$ cat src/pbs_pkg.sv
// constants, types and state codes for the supply supervisor sequencer
// assumes one 125 MHz system clock and analog comparators outside
package pbs_pkg;

  // ------------------------------------------------------------------
  // clock and timing
  // ------------------------------------------------------------------
  localparam int MCLK_FREQ_KHZ = 125000;
  localparam int RC_FREQ_KHZ = 7600;
  // typical power-up delay, in microseconds
  localparam int PWRUP_DELAY_US = 8600;
  // delay expressed in rc oscillator periods, rounded down
  localparam int PWRUP_RC_TICKS = PWRUP_DELAY_US * RC_FREQ_KHZ / 1000;
  // mclk cycles per rc period, rounded down, never below one
  localparam int RC_DIV_RAW = MCLK_FREQ_KHZ / RC_FREQ_KHZ;
  localparam int RC_DIV_CYCLES = (RC_DIV_RAW < 1) ? 1 : RC_DIV_RAW;

  // ------------------------------------------------------------------
  // supply levels seen by the comparators, in millivolts
  // ------------------------------------------------------------------
  localparam int CORE_HOLD_MV = 1000;
  localparam int CORE_POR_MV = 1200;

  // ------------------------------------------------------------------
  // threshold fields and reset values
  // ------------------------------------------------------------------
  localparam int THR_W = 2;
  localparam logic [THR_W-1:0] THR_POR_DEFAULT = 2'h0;
  localparam logic [THR_W-1:0] THR_BOR_DEFAULT = 2'h0;
  localparam logic [15:0] RESET_VECTOR = 16'h8000;

  // software-programmable threshold selections
  typedef struct packed {
    logic [THR_W-1:0] io_supply_int_threshold;
    logic [THR_W-1:0] core_supply_int_threshold;
    logic [THR_W-1:0] core_supply_reset_threshold;
  } pbs_thr_t;

  // comparator outputs, high while the supply is above the level
  typedef struct packed {
    logic above_hold;
    logic above_por;
    logic above_reset;
    logic core_above_int;
    logic io_above_int;
  } pbs_sup_t;

  // sequencer states
  typedef enum logic [2:0] {
    S_DEAD,
    S_POR_HOLD,
    S_WAIT_BOR,
    S_PWRUP,
    S_RUN,
    S_BOR
  } pbs_state_t;

endpackage : pbs_pkg

$ cat src/pbs_supervisor.sv
// power-on reset and supply drop supervisor sequencing
// assumes comparator levels arrive synchronous to mclk and the
// reset pin wire is resolved outside from rst_pin_oe
`timescale 1ns/1ns
module pbs_supervisor
  import pbs_pkg::*;
#(
  parameter int RC_DIV = RC_DIV_CYCLES,
  parameter int PWRUP_TICKS = PWRUP_RC_TICKS
) (
  // clock and reset
  input wire logic mclk,
  input wire logic rst,
  // analog comparator levels
  input wire pbs_sup_t sup,
  // open-drain reset pin
  input wire logic rst_pin_in,
  output logic rst_pin_out,
  output logic rst_pin_oe,
  // software side
  input wire logic thr_wr,
  input wire pbs_thr_t thr_wdata,
  input wire logic clr_core_int,
  input wire logic clr_io_int,
  input wire logic core_int_en,
  input wire logic io_int_en,
  // thresholds to the comparators
  output pbs_thr_t thr,
  // core control
  output logic cpu_reset,
  output logic cpu_start,
  output logic [15:0] reset_vector,
  output logic por_load,
  output logic bor_load,
  // supply drop interrupts
  output logic core_int_flag,
  output logic io_int_flag,
  output logic supply_drop_interrupt_core,
  output logic supply_drop_interrupt_io
);

  // ------------------------------------------------------------------
  // next-state decode
  // ------------------------------------------------------------------
  pbs_state_t state;
  pbs_state_t next_state;
  logic pwrup_done;
  logic pwrup_run;
  logic below_por;
  logic next_hold;
  logic next_por_load;
  logic next_bor_load;
  logic next_cpu_reset;
  logic wr_ok;
  logic core_set;
  logic io_set;
  logic next_core_flag;
  logic next_io_flag;
  pbs_thr_t next_thr;

  // loss of the power-on level overrides everything
  assign below_por = !sup.above_por;

  always_comb begin
    next_state = state;
    if (below_por) begin
      next_state = sup.above_hold ? S_POR_HOLD : S_DEAD;
    end else begin
      case (state)
        S_DEAD, S_POR_HOLD: begin
          next_state = S_WAIT_BOR;
        end
        S_WAIT_BOR: begin
          if (sup.above_reset) begin
            next_state = S_PWRUP;
          end
        end
        S_PWRUP: begin
          if (!sup.above_reset) begin
            next_state = S_WAIT_BOR;
          end else if (pwrup_done) begin
            next_state = S_RUN;
          end
        end
        S_RUN: begin
          if (!sup.above_reset) begin
            next_state = S_BOR;
          end
        end
        S_BOR: begin
          // no power-up delay on a drop recovery
          if (sup.above_reset) begin
            next_state = S_RUN;
          end
        end
        default: begin
          next_state = S_DEAD;
        end
      endcase
    end
  end

  // pin held low in every live state short of running
  assign next_hold = (next_state != S_RUN) && (next_state != S_DEAD);
  // external low on the pin also resets the core
  assign next_cpu_reset = (next_state != S_RUN) || !rst_pin_in;
  // defaults loaded on the crossing
  assign next_por_load = (next_state == S_WAIT_BOR) &&
                         ((state == S_DEAD) || (state == S_POR_HOLD));
  // drop defaults only on the way out of running
  assign next_bor_load = (next_state == S_BOR) && (state == S_RUN);

  // ------------------------------------------------------------------
  // thresholds: software writes only while the core runs
  // ------------------------------------------------------------------
  assign wr_ok = thr_wr && (state == S_RUN) && (next_state == S_RUN) &&
                 !cpu_reset;

  always_comb begin
    next_thr = thr;
    if (below_por || next_por_load) begin
      next_thr.io_supply_int_threshold = THR_POR_DEFAULT;
      next_thr.core_supply_int_threshold = THR_POR_DEFAULT;
      next_thr.core_supply_reset_threshold = THR_POR_DEFAULT;
    end else if (next_bor_load) begin
      // reset threshold kept so recovery keeps its margin
      next_thr.io_supply_int_threshold = THR_BOR_DEFAULT;
      next_thr.core_supply_int_threshold = THR_BOR_DEFAULT;
    end else if (wr_ok) begin
      next_thr = thr_wdata;
    end
  end

  // ------------------------------------------------------------------
  // supply drop flags; a set in the clear cycle wins
  // ------------------------------------------------------------------
  assign core_set = (state == S_RUN) && !sup.core_above_int;
  assign io_set = (state == S_RUN) && !sup.io_above_int;
  assign next_core_flag = (next_state != S_RUN) ? 1'b0 :
                          (core_set || (core_int_flag && !clr_core_int));
  assign next_io_flag = (next_state != S_RUN) ? 1'b0 :
                        (io_set || (io_int_flag && !clr_io_int));

  // ------------------------------------------------------------------
  // power-up counter
  // ------------------------------------------------------------------
  // leaving the count state restarts the delay from zero
  assign pwrup_run = (state == S_PWRUP);

  pbs_pwrup_timer #(
    .RC_DIV(RC_DIV),
    .TICKS(PWRUP_TICKS)
  ) u_timer (
    .mclk(mclk),
    .rst(rst),
    .run(pwrup_run),
    .done(pwrup_done)
  );

  // ------------------------------------------------------------------
  // registers
  // ------------------------------------------------------------------
  // state and pin drive
  always_ff @(posedge mclk or posedge rst) begin
    if (rst) begin
      state <= S_DEAD;
      rst_pin_oe <= 1'b0;
      rst_pin_out <= 1'b0;
    end else begin
      state <= next_state;
      rst_pin_oe <= next_hold;
      rst_pin_out <= 1'b0; // open drain only ever pulls low
    end
  end

  // core reset and start pulse at release
  always_ff @(posedge mclk or posedge rst) begin
    if (rst) begin
      cpu_reset <= 1'b1;
      cpu_start <= 1'b0;
      reset_vector <= RESET_VECTOR;
      por_load <= 1'b0;
      bor_load <= 1'b0;
    end else begin
      cpu_reset <= next_cpu_reset;
      cpu_start <= cpu_reset && !next_cpu_reset;
      reset_vector <= RESET_VECTOR;
      por_load <= next_por_load;
      bor_load <= next_bor_load;
    end
  end

  // thresholds and flags
  always_ff @(posedge mclk or posedge rst) begin
    if (rst) begin
      thr <= '0;
      core_int_flag <= 1'b0;
      io_int_flag <= 1'b0;
    end else begin
      thr <= next_thr;
      core_int_flag <= next_core_flag;
      io_int_flag <= next_io_flag;
    end
  end

  // interrupt requests gated by the enables
  always_ff @(posedge mclk or posedge rst) begin
    if (rst) begin
      supply_drop_interrupt_core <= 1'b0;
      supply_drop_interrupt_io <= 1'b0;
    end else begin
      supply_drop_interrupt_core <= next_core_flag && core_int_en;
      supply_drop_interrupt_io <= next_io_flag && io_int_en;
    end
  end
endmodule : pbs_supervisor

$ cat src/pbs_pwrup_timer.sv
// power-up delay counter run from an rc-rate enable
// assumes run is held high for the whole delay; dropping it restarts
`timescale 1ns/1ns
module pbs_pwrup_timer
  import pbs_pkg::*;
#(
  parameter int RC_DIV = RC_DIV_CYCLES,
  parameter int TICKS = PWRUP_RC_TICKS
) (
  // clock and reset
  input wire logic mclk,
  input wire logic rst,
  // control and result
  input wire logic run,
  output logic done
);

  localparam int DCW = (RC_DIV > 1) ? $clog2(RC_DIV) : 1;
  localparam int CW = $clog2(TICKS + 1);

  logic [DCW-1:0] div;
  logic [CW-1:0] cnt;
  logic rc_tick;
  logic cnt_end;

  // ------------------------------------------------------------------
  // rc oscillator rate as a one-cycle enable
  // ------------------------------------------------------------------
  assign rc_tick = run && (div == DCW'(RC_DIV - 1));
  assign cnt_end = (cnt == CW'(TICKS));

  // divider restarts with the count so every delay is full length
  always_ff @(posedge mclk or posedge rst) begin
    if (rst) begin
      div <= '0;
    end else if (!run || rc_tick) begin
      div <= '0;
    end else begin
      div <= div + DCW'(1);
    end
  end

  // count rc periods, then hold done until run drops
  always_ff @(posedge mclk or posedge rst) begin
    if (rst) begin
      cnt <= '0;
      done <= 1'b0;
    end else if (!run) begin
      cnt <= '0;
      done <= 1'b0;
    end else if (rc_tick && !cnt_end) begin
      cnt <= cnt + CW'(1);
    end else if (cnt_end) begin
      done <= 1'b1;
    end
  end

endmodule : pbs_pwrup_timer

$ cat config.mk
export PLATFORM = sky130hd
export DESIGN_NAME = pbs_supervisor
export DESIGN_NICKNAME = d
export VERILOG_FILES = /design/src/pbs_pkg.sv /design/src/pbs_supervisor.sv /design/src/pbs_pwrup_timer.sv
export SDC_FILE = /design/constraint.sdc
export NUM_CORES = 1
export LEC_CHECK = 0
export ABC_AREA = 1
export BUFFER_PORTS_ARGS = -buffer_cell sky130_fd_sc_hd__buf_2
export CELL_PAD_IN_SITES_DETAIL_PLACEMENT = 0
export CELL_PAD_IN_SITES_GLOBAL_PLACEMENT = 1
export CORE_MARGIN = 5
export CORE_UTILIZATION = 30
export DETAILED_ROUTE_END_ITERATION = 10
export GPL_ROUTABILITY_DRIVEN = 0
export PLACE_DENSITY = 0.68
export SLEW_MARGIN = 20
export SYNTH_ARGS = -nofsm -noshare
export SYNTH_HDL_FRONTEND = slang
export SYNTH_HIERARCHICAL = 1
export SYNTH_SLANG_ARGS = --single-unit
$ cat constraint.sdc
create_clock -name mclk -period 2.1 [get_ports mclk]
set_clock_uncertainty 0.05 [all_clocks]
set_input_delay 0.42 -clock mclk [delete_from_list [all_inputs] [get_ports mclk]]
set_output_delay 0.42 -clock mclk [all_outputs]
set_load 0.01 [all_outputs]
# [Yosys cells after proc, flatten, opt, wreduce, memory -nomap -nowiden]
# Cells that the tools add are included.
[op_classes] n_reduce_logical=38 mux=20 n_addsub=2 n_eq_ne=15
[ops] cell="16-bit two-way mux" n=2
[ops] cell="3-bit two-way mux" n=6
[ops] cell="16-bit by 1-bit adder with 16-bit output (second input constant)" n=1
[ops] cell="16-bit == test (second input constant)" n=1
[ops] cell="1-bit logical AND" n=15
[ops] cell="3-bit case mux with 5 select lines" n=1
[ops] cell="3-bit == test (second input constant)" n=4
[ops] cell="6-bit two-way mux" n=2
[ops] cell="1-bit logical NOT" n=10
[ops] cell="3-bit by 2-bit == test with 1-bit output (second input constant)" n=3
[ops] cell="4-bit two-way mux" n=2
[ops] cell="1-bit logical OR" n=6
[ops] cell="1-bit two-way mux" n=6
[ops] cell="2-bit inequality test (second input constant)" n=3
[ops] cell="3-bit nonzero test" n=2
[ops] cell="4-bit by 1-bit adder with 4-bit output (second input constant)" n=1
[ops] cell="4-bit == test (second input constant)" n=1
[ops] cell="2-bit AND reduction" n=2
[ops] cell="3-bit by 1-bit == test with 1-bit output (second input constant)" n=1
[ops] cell="3-bit logical NOT" n=1
[ops] cell="3-bit inequality test (second input constant)" n=1
[ops] cell="2-bit two-way mux" n=1
[ops] cell="2-bit by 1-bit inequality test with 1-bit output (second input constant)" n=1
[ops] cell="2-bit nonzero test" n=1
[ops] cell="2-bit OR reduction" n=1
[word_totals] reg_bits=39 elab_cells=91 out_inout_bits=32

# [Longest topological paths before layout]
# Gate-level depths: netlist of run 1.
[depth] ltp_word=10 mapped_depth=11

# [Modules after synthesis]
# Netlist of run 1, hierarchy kept.
[modules_own_cells] module="pbs_pwrup_timer" cells_each=178 instances=1 area_each_um2=1268.7 seq_area_each_um2=525.5
[modules_own_cells] module="pbs_supervisor" cells_each=110 instances=1 area_each_um2=975.9 seq_area_each_um2=451.7

# [Worst setup path before layout of run 1]
# No wires, ideal clock.
[synth_timing] path_kind="flip-flop to flip-flop" start="register u_timer.cnt[0]" end="register u_timer.cnt[0]" n_path_buf=1 stages_incl_launch_ff=11 required_time_ns=1.913 t_arrival_ns=1.312 setup_ns=0.137 setup_slack_ns=0.601 cell_sequence="dfrtp_1 > inv_1 > ha_1 > nand2_1 > nor2_1 > nand2_1 > nor2_2 > nor2_2 > buf_2 > nand2_1 > o21ai_0"
[synth_between] elab_chain_len=4 word_cells_on_any_way=7 classes_between="add/sub: 1; eq/ne: 2; mux: 2; reduce/logical: 2"
[synth_rtl] element="start, declared" line_no="pbs_pwrup_timer.sv:22" rtl="logic [CW-1:0] cnt;"
[synth_rtl] element="start signal, assigned" line_no="pbs_pwrup_timer.sv:52" rtl="cnt <= cnt + CW'(1);"
[synth_rtl] element="parallel branches: the longest is 4 deep, another holds 16-bit by 1-bit adder with 16-bit output"
# Several ways; the timed one is not identified. The select of a mux whose other input is x is not followed.
# A chain may end at the register's enable or synchronous reset.

# [Worst setup path in the final report of run 1]
[layout_timing] start="register state[1]" end="register u_timer.cnt[10]"
[layout_between] elab_chain_len=4 word_cells_on_any_way=5 classes_between="eq/ne: 2; mux: 1; reduce/logical: 2"
[layout_rtl] element="start, declared" line_no="pbs_supervisor.sv:45" rtl="pbs_state_t state;"
[layout_rtl] element="start signal, assigned" line_no="pbs_supervisor.sv:170" rtl="state <= next_state;"
[layout_rtl] element="3-bit by 2-bit == test with 1-bit output *" line_no="pbs_supervisor.sv:148" rtl="assign pwrup_run = (state == S_PWRUP);"
[layout_rtl] element="via pwrup_run" line_no="pbs_supervisor.sv:48" rtl="logic pwrup_run;"
[layout_rtl] element="1-bit logical AND" line_no="pbs_pwrup_timer.sv:29" rtl="assign rc_tick = run && (div == DCW'(RC_DIV - 1));"
[layout_rtl] element="1-bit logical AND" line_no="pbs_pwrup_timer.sv:51" rtl="end else if (rc_tick && !cnt_end) begin"
[layout_rtl] element="2-bit inequality test (no line)"
# Mark *: on every way through the listed nets, which the timed path passes. The rest lies on a longest branch.

==> summary.md, run 1 <==
| Metric | Value |
|---|---|
| Starting Density | 30.9% |
| # setup viols final | 0 |
| DRT antenna net count | 0 |
| CP max stage delay | around 0.48 ns |
| First-pass GRT wire length | ~8500 um |
| Number of iterations in the first detailed-routing pass | 4 |
| Antenna cells | 0 |
| Peak supply drop | 0.257 mV |
| Setup TNS | 0 ns |
| Non-filler cells, final | ~430 |
| Syn Inst Count | between 200 and 300 |
| Commonest non-fill, non-tap cell in the layout | nand2_1 |
| Syn avg cell area | 7.79 um^2 |
| Die Width | 96.5 um |
| Initial antenna violation count | 0 |
| Kind of critical path | flop to flop |
| Clock Latency Late Sink | 0.29 ns |
| Share of cells above drive strength 1 | a little under a fifth |
| Synth warnings | 6 |
| Core Area | 7250 um^2 |
| Pin count of the biggest net entering global routing | 22 |
| IO buf count | 33 |
| GRT Overall Usage | 11.9% |
| Routed WL per cell | ~12 um |
| Largest family of logic cells by synthesized area | simple AND/OR/NAND/NOR gates |
| Initial DRC count | 82 |
| Placed cells | ~420 |
| Simple-Gate Fraction of Synth Area | 34.1% |
| Area Overhead vs Synth | 15.2% |
| Via-to-Cell Ratio | 4.38 |
| Yosys top cell area share | 42.4% |
| Post-synthesis xor/xnor area fraction | 3.12% |
| H-Tree Depth | 2 |
| Most common flop cell mapped by yosys | dfrtp_1 |
| Clk root buf | clkbuf_8 |
| CP max stage cell | dfrtp_1 |
| Fmax | a little under 0.6 GHz |
| Gr ovfl total | 0 |
| DRC violations left | 0 |
| Most frequent cells in the layout | nand2_1, nor2_1, dfrtp_1, buf_2, inv_1 |
| CTS sink cnt | 39 |
| Leak pwr | 1.31 nW |
| Class of the worst hold path | input pin to asynchronous set/reset pin |
| Vias in the first global route | 1791 |
| Register area share after synthesis | 43.5% |
| Unrepaired setup endpoints after global routing | no |
| Detailed Route WL | 5180 um |
| Cell Chain, Critical Path | nand2_2 -> nor2_4 -> nand3_1 -> nor2_2 -> buf_4 -> nand4_1 -> nand2_1 |
| Synth Area in Adders | 1.67% |
| DIE HEIGHT | 96.5 um |
| Post-synth EDFFs | 0 |
| Vias | 1872 |
| Finished Core Util | between 30% and 40% |
| Final worst slack | between 0.3 and 0.4 ns |
| Die area | 9310 um^2 |
| Rows | 31 |
| Worst slew pin tran | 0.704 ns |
| Hpwl dp | 3950 um |
| Slew headroom | 53.0% |
| Seq cells post-synth | 39 |
| Worst endpoint required time | roughly 2.3 ns |
| CTS tree | built |
| Count of final max-slew check failures | 0 |
| Critical Path End Type | flop |
| Longest Clk Path Bufs | 2 |
| Fin crit share | 82.6% |
| Area leader, netlist | dfrtp_1 |
| Post-synthesis compound-gate area fraction | 4.57% |
| Final instance area | 2580 um^2 |
| Final min period | 1.74 ns |
| Clock slew at reported path FFs | 0.08 ns |
| IO Count | 51 |
| Final hold violations | 0 |
| Synth area leaders | dfrtp_1, nand2_1, nor2_1 |
| Max-cap check violation count | 0 |
| Mux contribution to synthesized area | 0% |
| Worst setup SP type | flop |
| Cell Area, Synth | around 2200 um^2 |
| Placed cell area | 2470 um^2 |
| Worst Path Max Fanout | 12 |
| Overall power | 1.50 mW |
| Post-synth ARST share | 100% |
| Crit path DAT | about 1.9 ns |
| Hold-fix buffers, CTS | 0 |
| Post-CTS Setup Bufs | 0 |
| Fillers | 797 |
| Final nets | 349 |
| Pre-CTS WS | 0.357 ns |
| Power per cell area | 580 nW/um^2 |
| Post_cts resized | 0 |
| Library cells used by synthesis | 30 |
| Number of buffers created by CTS | 5 |
| Status | completed |
| Hold Slack | 0.106 ns |
==> critical path: cells and delay by family (launching register included) <==
kind / cells / cell delay (ns)
buffers and inverters: 1 / 0.23
DFF: 1 / 0.48
and+or+nand+nor: 6 / 0.90
==> cell type report <==
class                           count  area, um^2  area share (%)
Tap cell                           99         124            4.79
Multi-Input combinational cell    210        1040            40.2
Sequential cell                    39         977            37.8
Inverter                           33         129            4.99
Clock buffer                        5        68.8            2.66
Timing Repair Buffer               38         203            7.84
Clock inverter                      3        43.8            1.69
==> path summary, 6_finish.rpt <==
kind                                                from                          end  slack (ns)  cells past startpoint
worst min-delay path                                 rst     u_timer/div[3]$_DFF_PP0_        0.11                      3
worst max-delay path                  state[1]$_DFF_PP0_  u_timer/cnt[10]$_DFFE_PP0P_        0.36                      7
worst max register to register        state[1]$_DFF_PP0_  u_timer/cnt[10]$_DFFE_PP0P_        0.36                      7
max in group asynchronous                            rst           state[1]$_DFF_PP0_        1.37                      2
min in group mclk                             rst_pin_in          cpu_reset$_DFF_PP1_        0.21                      2
worst min register to register  u_timer/div[0]$_DFF_PP0_     u_timer/div[0]$_DFF_PP0_        0.42                      1
==> layer usage <==
metal	vias to the layer above	track usage (%)	wire, um
met4	0	4.56	74
met1	871	15.6	2390
met5	-	0	0
li1	957	-	-
met2	37	18.9	2480
met3	7	2.71	240
==> power breakdown <==
| part | switching (mW) | leakage (nW) | internal, mW | total [mW] |
|---|---|---|---|---|
| logic | 0.0722 | 0.721 | 0.0288 | 0.101 |
| clock network | 0.282 | 0.0581 | 0.354 | 0.636 |
| registers | 0.00617 | 0.533 | 0.757 | 0.763 |
==> logic make-up after synthesis <==
logic type | count (synthesis)
and+or+nand+nor | 166
buffers and inverters | 54
adders and majority gates | 3
other | 2
xor gates and xnor gates | 8
DFF | 39
AOI/OAI and AO/OA | 16
==> flip-flops by register name, summed over array words and instances (netlist names), 3 cells and up <==
register     count
state            3
u_timer/cnt     16
u_timer/div      4
thr              6
==> synth_stat cells (2+ instances only) <==
master    number
buf_4         18
conb_1         2
dfrtp_1       38
ha_1           3
inv_1         32
nand2_1       76
nand2_2        2
nand3_1       25
nand4_1       15
nor2_1        38
nor2_2         3
nor2_4         2
nor3b_2        2
o21ai_0        8
o21bai_1       2
o22ai_1        2
xor2_1         7
(Power assumes the default switching activity.)
==> inputs of run 2 (changes only) <==
==> constraint.sdc (replaced) <==
create_clock -name mclk -period 1.7 [get_ports mclk]
set_clock_uncertainty 0.05 [all_clocks]
set_input_delay 0.34 -clock mclk [delete_from_list [all_inputs] [get_ports mclk]]
set_output_delay 0.34 -clock mclk [all_outputs]
set_load 0.01 [all_outputs]
==> run 2 against run 1 <==
The flow now finishes with violations (negative hold slack). Core utilization is 2.6 points higher. Non-clock buffer count is 16 higher. Clock power is 47% higher. Final cell count is 3.7% higher. First-iteration DRC count is 44% higher. Sequential share of layout area is 2.5 points lower. Highest routed layer unchanged.
==> summary.md, run 2 (synthesis gave the netlist of run 1 again) <==
| Metric | Value |
|---|---|
| Final nets | 365 |
| Clk root buf | clkbuf_8 |
| Worst Path Max Fanout | 12 |
| Max-cap check violation count | 0 |
| Routed WL per cell | 11.8 um |
| Fillers | 760 |
| Area of the multi-input gates | ~1100 um^2 |
| Count of final max-slew check failures | 0 |
| Via-to-Cell Ratio | roughly 4.4 |
| Die Width | around 97 um |
| Peak supply drop | around 0.34 mV |
| Violated checks | negative hold slack |
| Sw power | approximately 0.45 mW |
| Setup TNS | 0 ns |
| Final min period | about 1.6 ns |
| Crit path DAT | roughly 1.7 ns |
| IO buf count | 33 |
| Status | complete, but fails checks |
| Max reg flops | 16 |
| Area Overhead vs Synth | 23.6% |
| Worst setup SP type | flop |
| Worst reg2reg startpoint | u_timer/cnt[10]$_DFFE_PP0P_ |
| Leak pwr | 1.40 nW |
| Vias | 1942 |
| Critical Path End Type | flop |
| Number of iterations in the first detailed-routing pass | 4 |
| Class of the worst hold path | input pin to asynchronous set/reset pin |
| DRT antenna net count | 0 |
| Worst endpoint required time | 1.81 ns |
| Seq. cell area | 980 um^2 |
| Number of buffers created by CTS | 5 |
| Comb power frac | ~7.1% |
| Vias in the first global route | 1871 |
| Starting Density | 30.9% |
| Reg power frac | 46.7% |
| Commonest non-fill, non-tap cell in the layout | nand2_1 |
| Final hold violations | 1 |
| Switch share | 22.2% |
| Clock Latency Late Sink | around 0.29 ns |
| Top flop regs | u_timer/cnt (16), thr (6), u_timer/div (4) |
| Share of cells above drive strength 1 | 23.5% |
| Top reg by flops | u_timer/cnt |
| Fin crit share | 92.1% |
| Detailed Route WL | 5220 um |
| Rows | 31 |
| Longest Clk Path Bufs | 2 |
| Hpwl dp | between 4000 and 5000 um |
| Antenna cells | 0 |
| Power per cell area | 728 nW/um^2 |
| Pin count of the biggest net entering global routing | 22 |
| Kind of critical path | flop to flop |
| Final worst slack | 0.134 ns |
| Most frequent cells in the layout | nand2_1, nor2_1, dfrtp_1, buf_2, inv_1 |
| Gr ovfl total | 0 |
| Fmax | approximately 0.64 GHz |
| GRT Overall Usage | 12.0% |
| Pre-CTS WS | around 0.011 ns |
| CTS tree | built |
| Unrepaired setup endpoints after global routing | no |
| CTS sink cnt | 39 |
| Initial DRC count | 118 |
| GR Util met3 | 2.48% |
| H-Tree Depth | 2 |
| Die area | about 9300 um^2 |
| IO Count | 51 |
| Initial antenna violation count | 0 |
| Hold-fix buffers, CTS | 0 |
| DIE HEIGHT | about 97 um |
| Int Pwr | 1.57 mW |
| DRC violations left | 0 |
| # setup viols final | 0 |
| Overall power | 2.02 mW |
| GR peak layer | met2 |
| Crit path from | u_timer/cnt[10]$_DFFE_PP0P_ |
| Core Area | 7250 um^2 |
| Clock slew at reported path FFs | roughly 0.08 ns |
| Hold Slack | -0.00000649 ns |
| Met1 GRT Util | between 15 and 20% |
| Routing usage on met2 | 19.7% |
| Clk pwr share | 46.2% |
| First-pass GRT wire length | 8630 um |
==> run 2: layout make-up <==
class,instances,area share (%)
multi-input combinational,210,38.6
inverter,33,4.65
timing repair buffer,54,12.2
clock inverter,2,2.17
sequential,39,35.3
tap,99,4.47
clock buffer,6,2.62
==> run 2: what timing repair did <==
action                                  4_1_cts  5_1_grt
endpoints found under the setup margin        2       26
pin swaps                                     0        3
resized for setup                             1        7
buffers inserted                              0        4
==> run 2: power groups by stage <==
stage | Clock (mW) | Combinational [mW] | Sequential (mW)
2_1_floorplan | 0 | 0.106 | 0.961
3_3_place_gp | 0 | 0.131 | 0.960
3_5_place_dp | 0 | 0.130 | 0.960
4_1_cts | 0.952 | 0.131 | 0.942
5_1_grt | 0.989 | 0.164 | 0.943
6_report | 0.933 | 0.144 | 0.942
==> run 2: critical path, stage by stage, from the launching register on <==
cell     delay (ns)
dfrtp_1        0.43
nand2_1        0.13
nor2_2         0.19
nand2_1        0.11
nor2_4         0.13
nor2_2         0.07
buf_6          0.15
nand3_1        0.07
o21ai_0        0.09
==> run 2: path summary, 6_finish.rpt <==
kind	endpoint	slack [ns]	depth (start not counted)
setup / recovery	u_timer/cnt[5]$_DFFE_PP0P_	0.13	8
hold / removal	thr[5]$_DFFE_PP0P_	-0.000006	3
setup reg to reg	u_timer/cnt[5]$_DFFE_PP0P_	0.13	8
hold reg to reg	u_timer/div[0]$_DFF_PP0_	0.42	1
max in group asynchronous	cpu_reset$_DFF_PP1_	1.34	3
min in group mclk	cpu_reset$_DFF_PP1_	0.13	2
==> run 2: metal layers <==
layer  share of wire, %  wire, um
met5                  0         0
met1                 45      2360
met2                 49      2580
met3                4.2       217
met4                1.4        74
==> run 2: per-stage QoR <==
| stage | cells | utilization [%] | hold WS [ns] | cell area, um^2 |
|---|---|---|---|---|
| 3_5_place_dp | 431 | 35.3 | 0.327 | 2560 |
| 5_1_grt | 443 | 38.2 | 0.0216 | 2770 |
| 6_report | 443 | 38.2 | -0.00000649 | 2770 |
| 4_1_cts | 439 | 37.2 | 0.00748 | 2700 |
| 3_3_place_gp | 431 | 35.3 | 0.333 | 2560 |
| 2_1_floorplan | 303 | - | 0.228 | 2300 |
==> inputs of run 3 (changes only) <==
--- a/config.mk
+++ b/config.mk
@@ -7,7 +7,7 @@
 export LEC_CHECK = 0
 export ABC_AREA = 1
 export BUFFER_PORTS_ARGS = -buffer_cell sky130_fd_sc_hd__buf_2
-export CELL_PAD_IN_SITES_DETAIL_PLACEMENT = 0
+export CELL_PAD_IN_SITES_DETAIL_PLACEMENT = 1
 export CELL_PAD_IN_SITES_GLOBAL_PLACEMENT = 1
 export CORE_MARGIN = 5
 export CORE_UTILIZATION = 30
==> constraint.sdc (replaced) <==
create_clock -name mclk -period 1.7 [get_ports mclk]
set_clock_uncertainty 0.05 [all_clocks]
set_input_delay 0.34 -clock mclk [delete_from_list [all_inputs] [get_ports mclk]]
set_output_delay 0.34 -clock mclk [all_outputs]
set_load 0.005 [all_outputs]
==> run 3 against run 2 <==
Highest routed layer unchanged. Fmax fell by 2.3%. The flow now finishes without violations. Largest cell class unchanged. Sequential share of layout area grew 0.27 points. Critical path type unchanged. Clock power grew 0.6%.
==> summary.md, run 3 (synthesis gave the netlist of run 1 again) <==
| Metric | Value |
|---|---|
| Pin count of the biggest net entering global routing | 22 |
| Initial antenna violation count | 0 |
| GR Util met3 | under 10% |
| Rows | 31 |
| CP max stage cell | dfrtp_2 |
| Number of buffers created by CTS | 5 |
| Hpwl dp | 4640 um |
| Clock Latency Late Sink | 0.30 ns |
| Vias | 1998 |
| Vias in the first global route | 2049 |
| Most frequent cells in the layout | nand2_1, nor2_1, dfrtp_1, buf_2, inv_1 |
| DIE HEIGHT | a little under 100 um |
| Final hold violations | 0 |
| Worst setup SP type | flop |
| Starting Density | 30.9% |
| Routed WL per cell | 13.6 um |
| Fmax | 0.623 GHz |
| Fillers | just over 900 |
| Clk root buf | clkbuf_8 |
| Top flop regs | u_timer/cnt (16), thr (6), u_timer/div (4) |
| Finished Core Util | 38.0% |
| Cell Chain, Critical Path | nand2_2 -> nor2_4 -> nand2_1 -> nand3_1 -> a21oi_4 -> nand4_2 -> nand3_1 -> nand2_1 |
| Leak pwr | approximately 1.4 nW |
| Top reg by flops | u_timer/cnt |
| Initial DRC count | 88 |
| GR peak layer | met2 |
| # setup viols final | 0 |
| Commonest non-fill, non-tap cell in the layout | nand2_1 |
| Fin crit share | a little over nine tenths |
| Status | completed |
| Detailed Route WL | 6010 um |
| Final nets | 364 |
| IO buf count | 33 |
| Crit path DAT | 1.73 ns |
| First-pass GRT wire length | 9930 um |
| Die area | slightly above 9000 um^2 |
| Max reg flops | 16 |
| Routing usage on met2 | approximately a quarter |
| Die Width | 96.5 um |
| CP max stage delay | about 0.46 ns |
| Overall power | around 2.0 mW |
| CTS tree | built |
| Final worst slack | 0.0960 ns |
| Number of iterations in the first detailed-routing pass | 4 |
| Critical Path End Type | flop |
| H-Tree Depth | 2 |
| DRC violations left | 0 |
| Longest Clk Path Bufs | 2 |
| Peak supply drop | ~0.35 mV |
| Share of cells above drive strength 1 | 23.3% |
| Worst endpoint required time | 1.83 ns |
| Area Overhead vs Synth | 22.6% |
| Final min period | around 1.6 ns |
| Power per cell area | 732 nW/um^2 |
| Worst Path Max Fanout | 7 |
| Hold-fix buffers, CTS | 0 |
| IO Count | 51 |
| Hold Slack | 0.00668 ns |
| Met1 GRT Util | 18.2% |
| Count of final max-slew check failures | 0 |
| DRT antenna net count | 0 |
| Class of the worst hold path | input pin to asynchronous set/reset pin |
| Via-to-Cell Ratio | between 4 and 5 |
| Core Area | 7250 um^2 |
| Pre-CTS WS | 0.0185 ns |
| Clock slew at reported path FFs | 0.08 ns |
| GRT Overall Usage | 14.0% |
| Antenna cells | 0 |
| Gr ovfl total | 0 |
| Kind of critical path | flop to flop |
| CTS sink cnt | 39 |
| Max-cap check violation count | 0 |
run 3: cell types whose count changed in the layout (fill, tap and decap cells not counted):
cell	before	now
nand3_1	24	25
inv_1	32	31
inv_2	0	1
nand4_2	0	1
nand4_4	1	0
buf_4	19	18
nand3_2	2	1
run 3: worst max-delay path: cells and delay by family, from the launching register on:
kind / cells / cell delay, ns
compound gates: 1 / 0.25
flops: 1 / 0.46
simple gates: 7 / 0.74
run 3: metrics by stage:
step                cells  area [um^2]  setup TNS (ns)
floorplan             303         2300               0
CTS                   441         2730               0
finish                442         2750               0
detailed placement    431         2560               0
global placement      431         2560               0
global route          442         2750         -0.0129
run 3: path summary, 6_finish.rpt:
check	depth (start not counted)	slack, ns	endpoint	startpoint
worst max-delay path	8	0.1	thr[4]$_DFFE_PP0P_	state[1]$_DFF_PP0_
worst min-delay path	3	0.007	thr[4]$_DFFE_PP0P_	rst
worst max register to register	8	0.1	thr[4]$_DFFE_PP0P_	state[1]$_DFF_PP0_
worst min register to register	1	0.42	u_timer/div[0]$_DFF_PP0_	u_timer/div[0]$_DFF_PP0_
max in group asynchronous	3	1.33	cpu_reset$_DFF_PP1_	rst
min in group mclk	2	0.14	cpu_reset$_DFF_PP1_	rst_pin_in
run 3: repair_timing:
item / CTS / global route
gates cloned: 0 / 0
resized for setup: 1 / 6
buffers inserted: 2 / 1
pin swaps: 1 / 2
endpoints found under the setup margin: 13 / 24
run 3: final cells by class:
type,instances,area (um^2),share of cell area [%]
clock buffers,6,72.6,2.64
clock inverters,2,60.1,2.18
inverters,33,129,4.68
multi-input cells,210,1060,38.4
flip-flops and latches,39,980,35.6
well taps,99,124,4.50
repair buffers,53,332,12.0
run 3: per-layer routing:
layer  up-vias  wire length, um
li1        990                -
met1       963             2630
met2        39             3030
met3         6              284
met4         0               67
met5         -                0
run 3: power breakdown:
part,switching (mW),internal [mW]
Combinational,0.0874,0.0467
Sequential,0.00739,0.935
Clock,0.352,0.587
